`src/common/flash_seq_pkg.sv`:
```
// shared constants and types of the flash command sequencer
package flash_seq_pkg;
	// register word indices; byte address is four times the index
	localparam logic [5:0] IX_INDEX  = 6'h02;
	localparam logic [5:0] IX_CONFIG = 6'h04;
	localparam logic [5:0] IX_STATUS = 6'h06;
	localparam logic [5:0] IX_FAULT  = 6'h07;
	localparam logic [5:0] IX_OBJECT = 6'h0A;
	// status field positions
	localparam int ST_COMPLETE = 7;
	localparam int ST_ACC_ERR  = 5;
	localparam int ST_PVIOL    = 4;
	localparam int ST_BUSY     = 3;
	localparam int ST_VERR     = 1;
	localparam int ST_NCVERR   = 0;
	// fault configuration and fault status positions
	localparam int CFG_DOUBLE_EN = 1;
	localparam int CFG_SINGLE_EN = 0;
	localparam int FS_DF         = 1;
	localparam int FS_SF         = 0;
	// reset value of the complete flag
	localparam logic COMPLETE_RST = 1'b1;
	// command codes
	localparam logic [7:0] CMD_EVB    = 8'h02;
	localparam logic [7:0] CMD_RDONCE = 8'h04;
	localparam logic [7:0] CMD_PGM    = 8'h06;
	localparam logic [7:0] CMD_OTP    = 8'h07;
	// command word index expected at launch
	localparam logic [2:0] IXW_EVB  = 3'h0;
	localparam logic [2:0] IXW_RD   = 3'h1;
	localparam logic [2:0] IXW_FULL = 3'h5;
	// block selection codes
	localparam logic [1:0] SEL_EE  = 2'h0;
	localparam logic [1:0] SEL_BAD = 2'h1;
	// sizes and limits
	localparam logic [15:0] OTP_LAST = 16'h0007;
	localparam logic [17:0] PF_BYTES = 18'h08000;
	localparam logic [17:0] PF_LAST  = 18'h03FFF;
	localparam logic [17:0] EE_LAST  = 18'h003FF;
	localparam logic [15:0] BLANK    = 16'hFFFF;

	// byte address of a register index
	function automatic logic [7:0] reg_addr(logic [5:0] ix);
		return {ix, 2'b00};
	endfunction

	// sequencer phases
	typedef enum logic [2:0] {S_IDLE, S_CHECK, S_READ, S_WRITE, S_VERIFY, S_DONE} seq_e;
	typedef logic [3:0][15:0] phrase_t;

	// array request and answer
	typedef struct packed {
		logic        req;
		logic        we;
		logic        eeprom;
		logic [17:0] addr;
		logic [15:0] wdata;
	} mem_req_s;
	typedef struct packed {
		logic        ack;
		logic [15:0] rdata;
		logic        sbe;
		logic        dbe;
	} mem_rsp_s;

	// whole sequencer state
	typedef struct packed {
		seq_e            st;
		logic [2:0]      idx;
		logic [5:0][15:0] obj;
		logic            complete;
		logic            acc_err;
		logic            pviol;
		logic            verr;
		logic            ncverr;
		logic            dff;
		logic            sff;
		logic [1:0]      cfg;
		logic [17:0]     cnt;
		logic [17:0]     last;
		logic [31:0]     prdata;
		logic            pready;
		logic            pslverr;
		logic            irq;
		logic            pinv;
		mem_req_s        mem;
	} seq_s;

	// one-time area contents
	typedef struct packed {
		logic [7:0][3:0][15:0] ph;
	} otp_s;
endpackage

```
`src/hdl/otp_area_store.sv`:
```
// one-time programmable area of eight phrases
`timescale 1ns/1ps
`default_nettype none
module otp_area_store (
	// clock and reset
	input  wire logic                   pclk,
	input  wire logic                   presetn,
	// program port
	input  wire logic                   wr_en,
	input  wire logic [2:0]             phrase,
	input  wire flash_seq_pkg::phrase_t wdata,
	// read port
	output      flash_seq_pkg::phrase_t rdata,
	output      logic                   blank
);
	import flash_seq_pkg::*;

	otp_s q;   // stored phrases
	otp_s d;   // next contents

	// programming can only clear bits, as a real cell would
	always_comb begin
		d = q;
		if (wr_en) begin
			d.ph[phrase] = q.ph[phrase] & wdata;
		end
	end

	// erased state after reset stands in for the nonvolatile array
	always_ff @(posedge pclk or negedge presetn) begin
		if (!presetn) begin
			q <= '1;
		end else begin
			q <= d;
		end
	end

	assign rdata = q.ph[phrase];
	assign blank = &q.ph[phrase];
endmodule
`default_nettype wire

```
`src/hdl/flash_command_sequencer.sv`:
```
// flash command sequencer with apb register access
`timescale 1ns/1ps
`default_nettype none
module flash_command_sequencer (
	// clock and reset
	input  wire logic                   pclk,
	input  wire logic                   presetn,
	// apb slave
	input  wire logic                   psel,
	input  wire logic                   penable,
	input  wire logic                   pwrite,
	input  wire logic [7:0]             paddr,
	input  wire logic [31:0]            pwdata,
	output      logic [31:0]            prdata,
	output      logic                   pready,
	output      logic                   pslverr,
	// chip state, same clock
	input  wire logic                   pstore_protected,
	input  wire logic                   read_once_allowed,
	// flash array port
	output      flash_seq_pkg::mem_req_s mem_o,
	input  wire flash_seq_pkg::mem_rsp_s mem_i,
	// requests to the rest of the chip
	output      logic                   fault_irq,
	output      logic                   pstore_read_invalid
);
	import flash_seq_pkg::*;

	seq_s        q;          // registered state
	seq_s        d;          // next state
	logic        wr;         // write takes effect this edge
	logic        setup;      // setup phase of any transfer
	logic        wr_stat;    // status write
	logic [7:0]  cmd;        // loaded command code
	logic [1:0]  sel;        // block selection code
	logic [17:0] base;       // phrase address for programming
	logic        otp_we;     // one-time area program strobe
	phrase_t     otp_rd;     // addressed one-time phrase
	logic        otp_blank;  // addressed phrase still erased
	logic [7:0]  status;     // status register image

	// decode of the bus and the loaded command
	assign setup   = psel & ~penable;
	assign wr      = psel & penable & q.pready & pwrite;
	assign wr_stat = wr & (paddr == reg_addr(IX_STATUS));
	assign cmd     = q.obj[0][15:8];
	assign sel     = q.obj[0][1:0];
	assign base    = {q.obj[0][1:0], q.obj[1]};
	assign otp_we  = (q.st == S_WRITE) & (cmd == CMD_OTP);

	always_comb begin
		status            = '0;
		status[ST_COMPLETE] = q.complete;
		status[ST_ACC_ERR]  = q.acc_err;
		status[ST_PVIOL]  = q.pviol;
		status[ST_BUSY]   = (q.st != S_IDLE);
		status[ST_VERR]   = q.verr;
		status[ST_NCVERR] = q.ncverr;
	end

	// command object slot of data word n
	function automatic logic [2:0] word_ix(logic [1:0] n);
		return {1'b0, n} + 3'h2;
	endfunction

	// fold one array read into the verify and fault flags
	function automatic seq_s note_read(seq_s s, mem_rsp_s r, logic [15:0] want);
		seq_s t;
		t = s;
		// uncorrectable fault or mismatch sets both
		if (r.dbe || r.rdata != want) begin
			t.verr   = 1'b1;
			t.ncverr = 1'b1;
		end
		// corrected fault still counts as a read error
		if (r.sbe) begin
			t.verr = 1'b1;
		end
		t.dff = t.dff | r.dbe;
		t.sff = t.sff | r.sbe;
		return t;
	endfunction

	// the one-time area
	otp_area_store u_otp (
		.pclk    (pclk),
		.presetn (presetn),
		.wr_en   (otp_we),
		.phrase  (q.obj[1][2:0]),
		.wdata   (q.obj[5:2]),
		.rdata   (otp_rd),
		.blank   (otp_blank)
	);

	// all next-state logic: bus first, sequencer second so hardware sets win
	always_comb begin
		d         = q;
		d.pready  = setup;
		d.pslverr = 1'b0;
		d.prdata  = '0;
		// read data and error prepared in setup, shown in the access phase
		if (setup) begin
			case (paddr)
				reg_addr(IX_INDEX): begin
					d.prdata = {29'h0, q.idx};
				end
				reg_addr(IX_CONFIG): begin
					d.prdata = {30'h0, q.cfg};
				end
				reg_addr(IX_STATUS): begin
					d.prdata = {24'h0, status};
				end
				reg_addr(IX_FAULT): begin
					d.prdata = {30'h0, q.dff, q.sff};
				end
				reg_addr(IX_OBJECT): begin
					d.prdata = (q.idx <= IXW_FULL) ? {16'h0, q.obj[q.idx]} : 32'h0;
				end
				default: begin
					d.pslverr = 1'b1;
				end
			endcase
		end
		// register writes at the access edge
		if (wr) begin
			case (paddr)
				reg_addr(IX_INDEX), reg_addr(IX_OBJECT): begin
					// no command write while protection flag stands
					if (!q.complete) begin
						d.acc_err = 1'b1;
					end else if (!q.pviol) begin
						if (paddr == reg_addr(IX_INDEX)) begin
							d.idx = pwdata[2:0];
						end else if (q.idx <= IXW_FULL) begin
							d.obj[q.idx] = pwdata[15:0];
						end else begin
							d.acc_err = 1'b1;
						end
					end
				end
				reg_addr(IX_CONFIG): begin
					d.cfg = pwdata[1:0];
				end
				reg_addr(IX_STATUS): begin
					// error flags clear on one only
					if (pwdata[ST_ACC_ERR]) begin
						d.acc_err = 1'b0;
					end
					if (pwdata[ST_PVIOL]) begin
						d.pviol = 1'b0;
					end
					// launch only from a clean complete state
					if (pwdata[ST_COMPLETE] && q.complete && !q.acc_err && !q.pviol) begin
						d.complete = 1'b0;
						d.verr   = 1'b0;
						d.ncverr = 1'b0;
						d.st     = S_CHECK;
					end
				end
				reg_addr(IX_FAULT): begin
					if (pwdata[FS_DF]) begin
						d.dff = 1'b0;
					end
					if (pwdata[FS_SF]) begin
						d.sff = 1'b0;
					end
				end
				default: begin
					d.pslverr = 1'b0;
				end
			endcase
		end
		// sequencer
		case (q.st)
			S_IDLE: begin
				d.mem.req = 1'b0;
			end
			S_CHECK: begin
				d.st = S_DONE;
				d.cnt = '0;
				case (cmd)
					CMD_EVB: begin
						if (q.idx != IXW_EVB || sel == SEL_BAD) begin
							d.acc_err = 1'b1;
						end else begin
							d.mem    = '0;
							d.mem.req    = 1'b1;
							d.mem.eeprom = (sel == SEL_EE);
							d.last   = (sel == SEL_EE) ? EE_LAST : PF_LAST;
							d.st     = S_READ;
						end
					end
					CMD_PGM: begin
						if (q.idx != IXW_FULL || base[2:0] != 3'h0 || base >= PF_BYTES) begin
							d.acc_err = 1'b1;
						end else if (pstore_protected) begin
							d.pviol = 1'b1;
						end else begin
							d.mem    = '0;
							d.mem.req   = 1'b1;
							d.mem.we    = 1'b1;
							d.mem.addr  = base;
							d.mem.wdata = q.obj[word_ix(2'h0)];
							d.st     = S_WRITE;
						end
					end
					CMD_OTP: begin
						if (q.idx != IXW_FULL || q.obj[1] > OTP_LAST) begin
							d.acc_err = 1'b1;
						end else if (!otp_blank) begin
							// already programmed, report and leave it
							d.verr   = 1'b1;
							d.ncverr = 1'b1;
						end else begin
							d.st = S_WRITE;
						end
					end
					CMD_RDONCE: begin
						if (q.idx != IXW_RD || q.obj[1] > OTP_LAST || !read_once_allowed) begin
							d.acc_err = 1'b1;
						end else begin
							d.st = S_READ;
						end
					end
					default: begin
						d.acc_err = 1'b1;
					end
				endcase
			end
			S_READ: begin
				if (cmd == CMD_RDONCE) begin
					// phrase lands in the data words
					d.obj[5:2] = otp_rd;
					d.st       = S_DONE;
				end else if (mem_i.ack) begin
					// any non-blank word fails the block
					d = note_read(d, mem_i, BLANK);
					if (q.cnt == q.last) begin
						d.mem.req = 1'b0;
						d.st      = S_DONE;
					end else begin
						d.cnt      = q.cnt + 18'h1;
						d.mem.addr = q.mem.addr + 18'h2;
					end
				end
			end
			S_WRITE: begin
				if (cmd == CMD_OTP) begin
					d.st = S_VERIFY;
				end else if (mem_i.ack) begin
					// four words, then read-back from the base
					if (q.cnt[1:0] == 2'h3) begin
						d.mem.we   = 1'b0;
						d.mem.addr = base;
						d.cnt      = '0;
						d.st       = S_VERIFY;
					end else begin
						d.cnt       = q.cnt + 18'h1;
						d.mem.addr  = q.mem.addr + 18'h2;
						d.mem.wdata = q.obj[word_ix(q.cnt[1:0] + 2'h1)];
					end
				end
			end
			S_VERIFY: begin
				if (cmd == CMD_OTP) begin
					if (otp_rd != q.obj[5:2]) begin
						d.verr   = 1'b1;
						d.ncverr = 1'b1;
					end
					d.st = S_DONE;
				end else if (mem_i.ack) begin
					d = note_read(d, mem_i, q.obj[word_ix(q.cnt[1:0])]);
					if (q.cnt[1:0] == 2'h3) begin
						d.mem.req = 1'b0;
						d.st      = S_DONE;
					end else begin
						d.cnt      = q.cnt + 18'h1;
						d.mem.addr = q.mem.addr + 18'h2;
					end
				end
			end
			S_DONE: begin
				// complete flag rises with return to idle
				d.complete = 1'b1;
				d.st   = S_IDLE;
			end
			default: begin
				d.st = S_IDLE;
			end
		endcase
		// fault requests gated by their enables
		d.irq  = (d.cfg[CFG_DOUBLE_EN] & d.dff) | (d.cfg[CFG_SINGLE_EN] & d.sff);
		// program store data invalid while read-once runs
		d.pinv = (d.st == S_CHECK || d.st == S_READ) && (d.obj[0][15:8] == CMD_RDONCE);
	end

	// state register; complete flag is the only bit set at reset
	always_ff @(posedge pclk or negedge presetn) begin
		if (!presetn) begin
			q      <= '0;
			q.complete <= COMPLETE_RST;
		end else begin
			q <= d;
		end
	end

	// outputs straight from the state register
	assign prdata              = q.prdata;
	assign pready              = q.pready;
	assign pslverr             = q.pslverr;
	assign mem_o               = q.mem;
	assign fault_irq           = q.irq;
	assign pstore_read_invalid = q.pinv;
endmodule
`default_nettype wire

```
`config.mk`:
```
export PLATFORM = sky130hd
export DESIGN_NAME = flash_command_sequencer
export DESIGN_NICKNAME = d
export VERILOG_FILES = /design/src/common/flash_seq_pkg.sv /design/src/hdl/otp_area_store.sv /design/src/hdl/flash_command_sequencer.sv
export SDC_FILE = /design/constraint.sdc
export NUM_CORES = 2
export LEC_CHECK = 0
export BUFFER_PORTS_ARGS = -buffer_cell sky130_fd_sc_hd__clkbuf_2
export CORE_MARGIN = 2
export CORE_UTILIZATION = 30
export DETAILED_ROUTE_END_ITERATION = 7
export GPL_ROUTABILITY_DRIVEN = 0
export PLACE_DENSITY = 0.44
export SYNTH_ARGS = -nofsm -noshare
export SYNTH_HDL_FRONTEND = slang
export SYNTH_SLANG_ARGS = --single-unit
export TNS_END_PERCENT = 50
```
`constraint.sdc`:
```
create_clock -name pclk -period 4.9 [get_ports pclk]
set_input_delay 0.245 -clock pclk [delete_from_list [all_inputs] [get_ports pclk]]
set_output_delay 0.245 -clock pclk [all_outputs]
set_load 0.01 [all_outputs]
```
### Word level (Yosys, flattened, before mapping)

Index checks and enable logic that the tools add are counted.

* output and inout bits: 73
* input bits: 66
* flip-flop bits (word level): 732

* $add $sub $neg: 5
* reductions and logical operators: 37
* equality and inequality tests: 44
* magnitude comparators: 9
* bitwise logic cells: 15
* mux-type cells: 117

Operator list (number)
* 512-bit bitwise mux: 1
* 220-bit two-way mux: 2
* 99-bit two-way mux: 3
* 99-bit case mux with 2 select lines: 1
* 64-bit binary-select mux with 3-bit select: 1
* 64-bit demux with 3-bit select: 1
* 64-bit two-way mux: 3
* 96-bit two-way mux: 2
* 18-bit two-way mux: 10
* 150-bit two-way mux: 1
* 16-bit binary-select mux with 3-bit select: 3
* 34-bit case mux with 4 select lines: 1
* 113-bit two-way mux: 1
* 16-bit two-way mux: 7
* 111-bit two-way mux: 1
* 37-bit two-way mux: 3
* 102-bit two-way mux: 1
* 96-bit bitwise mux: 1
* 16-bit case mux with 5 select lines: 1
* 37-bit case mux with 2 select lines: 1
* 18-bit case mux with 4 select lines: 1
* 36-bit case mux with 2 select lines: 1
* 34-bit two-way mux: 2
* 64-bit AND: 1
* 60 further kinds: 177

### Longest topological paths before layout

* depth in word-level cells: 19
* depth in mapped cells: 17

### Modules after synthesis

From an unflattened synthesis, not the netlist that was laid out.

* cell total of the unflattened synthesis: 3503
* area, all modules: 35577.9 um^2

Modules (own cells, without submodules)
* otp_area_store: cells each 2170, area an instance 23003.3 um^2, seq. area each 13452.9 um^2, times used 1
* flash_command_sequencer: cells each 1333, area an instance 12574.6 um^2, seq. area each 4705.8 um^2, times used 1

### Worst setup path after synthesis

No wires, ideal clock.

* kind: register to register
* start point: register q (netlist bit base[1])
* end point: register q[113] (netlist bit)
* data arrival time: 3.725 ns
* period minus slack after synthesis: 3.851 ns
* setup slack: 1.049 ns
* library setup time: 0.126 ns
* stages on the path, launching flop included: 17
* path through: dfrtp_1 buf_2 clkbuf_1 buf_2 buf_2 buf_2 buf_1 mux2_2 ha_1 nor4_1 nand4_1 nor4_1 nor2_1 a221o_1 a21oi_1 o211ai_1 o311a_1

RTL lines
* start: declaration: line flash_command_sequencer.sv:29 `seq_s q;`

==> impl_metrics.csv <==
group,metric,value,unit
run_status,status,"completed",
yosys,synthDistinctLibCells,84,
yosys,netlist.area_leader.share,37.3,%
min_path,hold_path_class,"in -> reg",
floorplan,dieArea,123000,um2
power,irDropWorstVdd,225,uV
cts,clk_transition_reported_paths,0.06,ns
timing,rsz0062_at_grt,"false",
route,wl_per_cell,25.7,um
floorplan,die_h,351,um
critical_path,cp-end-kind,"flop",
grt,grt_max_degree,188,
route,vias,23900,
cts,clockRootBuffer,"clkbuf_16",
yosys,synth_most_common_cell,"dfstp_2",
cts,clock-sinks,700,
power,cellLeakagePower,17.3,nW
cells_and_area,syn2layout_area_growth,14.5,%
cts,htree_levels,3,
grt,first_global_vias,25200,
min_path,hold_start,"pwdata[2]",
cells_and_area,utilization,34.6,%
yosys,synth.cell_area,36200,um2
power,power_density,297,nW/um2
grt,grt_usage,18.8,%
yosys,yosys.area.top_type,"dfstp_2",
power,power,12.3,mW
yosys,synth_commonest_cells,"dfstp_2, mux2_2, mux2_1",
yosys,yosysWarningCount,0,
yosys,ys_ff_latch,700,
route,drt-initial-drc-count,1662,
route,postRouteAntennaNets,0,
critical_path,cp-start-kind,"flop",
critical_path,crit_start,"base[0]",
floorplan,fp.coreArea,120000,um2
floorplan,dieWidth,351,um
yosys,yosysSeqAreaShare,50.2,%
yosys,ys_async_sr_fraction,100,%
timing,min_period_over_period,94.1,%
timing,maxSlewViolCount,0,
placement,dpl.hpwl,80400,um
cts,cts_tree,"yes",
cts,clkLatencyLatePin,0.66,ns
critical_path,crit_required,5.42,ns
route,wirelength,116000,um
cells_and_area,final_cell_area,41400,um2
timing,fin_crit,4.61,ns
floorplan,row_count,127,
critical_path,crit_type,"reg -> reg",
critical_path,arrival,5.14,ns
route,post-route-drc-count,0,
timing,fin_skew,0.0307,ns
cts,numCtsBuffers,82,
yosys,synth_area_leaders,"dfstp_2, dfrtp_1, mux2_2",
route,drt-vias-per-instance,5.30,
timing,finalSetupViolations,0,
route,dr.pass1.iters,6,
yosys,synth_edf_count,0,
cts,post_cts_resized,0,
cells_and_area,drive_gt1_share,46.0,%
yosys,syn_inst,2769,
grt,grt_pass1_wl,172000,um
job,cap_violations,0,
timing,worst_hold_slack,0.0305,ns
timing,final_hold_viol_count,0,
timing,slew_headroom,16.1,%
yosys,synth_ff_type,"dfstp_2",
timing,finalSetupTns,0,ns
placement,placed_area,38600,um2
floorplan,pin_count,139,
critical_path,rr_startpoint,"base[0]",
critical_path,cp_max_fo,24,
cts,clockBufferDepth,3,
grt,antenna_found_initial,0,
grt,grt_remaining_overflow,0,
floorplan,initial_core_util,30.2,%
yosys,synth.avg_cell_area,13.1,um2
cells_and_area,final_nets,2963,
timing,worst_pin_slew,1.26,ns
timing,fmax,217,MHz
placement,portBuffers,106,
-- power by group --
part | switching, mW | internal (mW) | total [mW]
clock network | 2.49 | 3.77 | 6.26
registers | 0.00258 | 5.81 | 5.81
logic | 0.187 | 0.0386 | 0.226
total | 2.68 | 9.61 | 12.3
-- stage by stage --
step | setup slack, ns | cells
after floorplan | 1.05 | 2784
after global placement | 0.250 | 4353
after detailed placement | 0.269 | 4353
after CTS | 0.250 | 4505
after global routing | 0.0384 | 4505
final | 0.288 | 4506
-- flip-flops by register name, indices dropped and copies added, names as in the netlist --
name	cells
base	18
prdata	16
pstore_read_invalid	1
mem_o	37
q	105
u_otp.q	512
pslverr	1
pready	1
cmd	8
fault_irq	1
-- metal layers --
layer	global-route usage (%)	routed length, um	up-vias
li1	-	-	10400
met1	25.0	51300	12600
met2	31.6	56100	690
met3	2.23	4880	168
met4	6.29	3550	0
met5	0	0	-
-- worst paths after layout --
check                            end  slack (ns)  cells past startpoint
min reg2reg                mem_o[13]        0.48                      1
max in group asynchronous      q[91]        3.54                      3
max                           q[113]        0.29                     15
min                          base[2]        0.03                      3
min in group asynchronous    pslverr        0.09                      2
max reg2reg                   q[113]        0.29                     15
-- cell type report --
class / count / area (um2)
antenna: 1 / 2.50
clock buffer: 124 / 2410
clock inverter: 23 / 343
fill: 11600 / 78400
inverter: 23 / 86.3
multi-input combinational: 1818 / 16800
sequential: 700 / 18200
tap: 1612 / 2020
timing repair buffer: 205 / 1600
-- cell usage in the layout (no fill, tap or decap), drive strengths merged, types with 7 or more instances in the layout --
cell,Yosys,routed
a21o,40,40
conb,1,16
xnor2,15,15
a31oi,21,21
bufinv,0,7
a32oi,8,8
nor3b,7,7
inv,23,27
nor2b,34,34
o31ai,12,12
mux2i,106,106
a21oi,133,133
nor4,35,35
dfstp,513,513
nand3,30,30
o22ai,7,7
nand4,30,30
o211ai,7,7
dfrtp,187,187
o21ai,93,93
mux4,119,119
a22oi,50,50
nor3,33,33
clkinv,0,12
nand2b,10,10
ha,67,67
nor2,116,116
nand3b,9,9
a221oi,11,11
buf,151,95
and3,17,17
clkbuf,92,229
a221o,7,7
or3,7,7
mux2,601,601
nand2,107,107
-- worst max-delay path, stage by stage (launching register included) --
cell	delay [ns]
dfrtp_4	0.86
buf_4	0.35
nor2b_1	0.08
mux4_2	0.48
or2_2	0.31
ha_1	0.31
nor4_1	0.37
buf_4	0.18
nand4_1	0.12
nor4_1	0.33
buf_4	0.19
nor2_1	0.05
a221o_1	0.37
a21oi_1	0.20
o211ai_1	0.13
o311a_1	0.14
-- kinds of logic (layout without fill, tap and decap cells) --
kind of cell	count (synthesis)	in the layout	share of synthesized area, %
mux	826	826	29.0
flops	700	700	50.2
simple gates	469	469	6.70
compound gates	424	424	7.47
buf+inv	266	375	3.87
fa+ha+maj	67	67	2.32
xor+xnor	16	16	0.387
other cells	1	17	0.0104
-- timing repair --
action / CTS / global route
hold buffers: 5 / 0
hold endpoints to repair: 116 / 0
setup buffers: 0 / 0
Note: power is estimated with default switching activity, not from simulation.
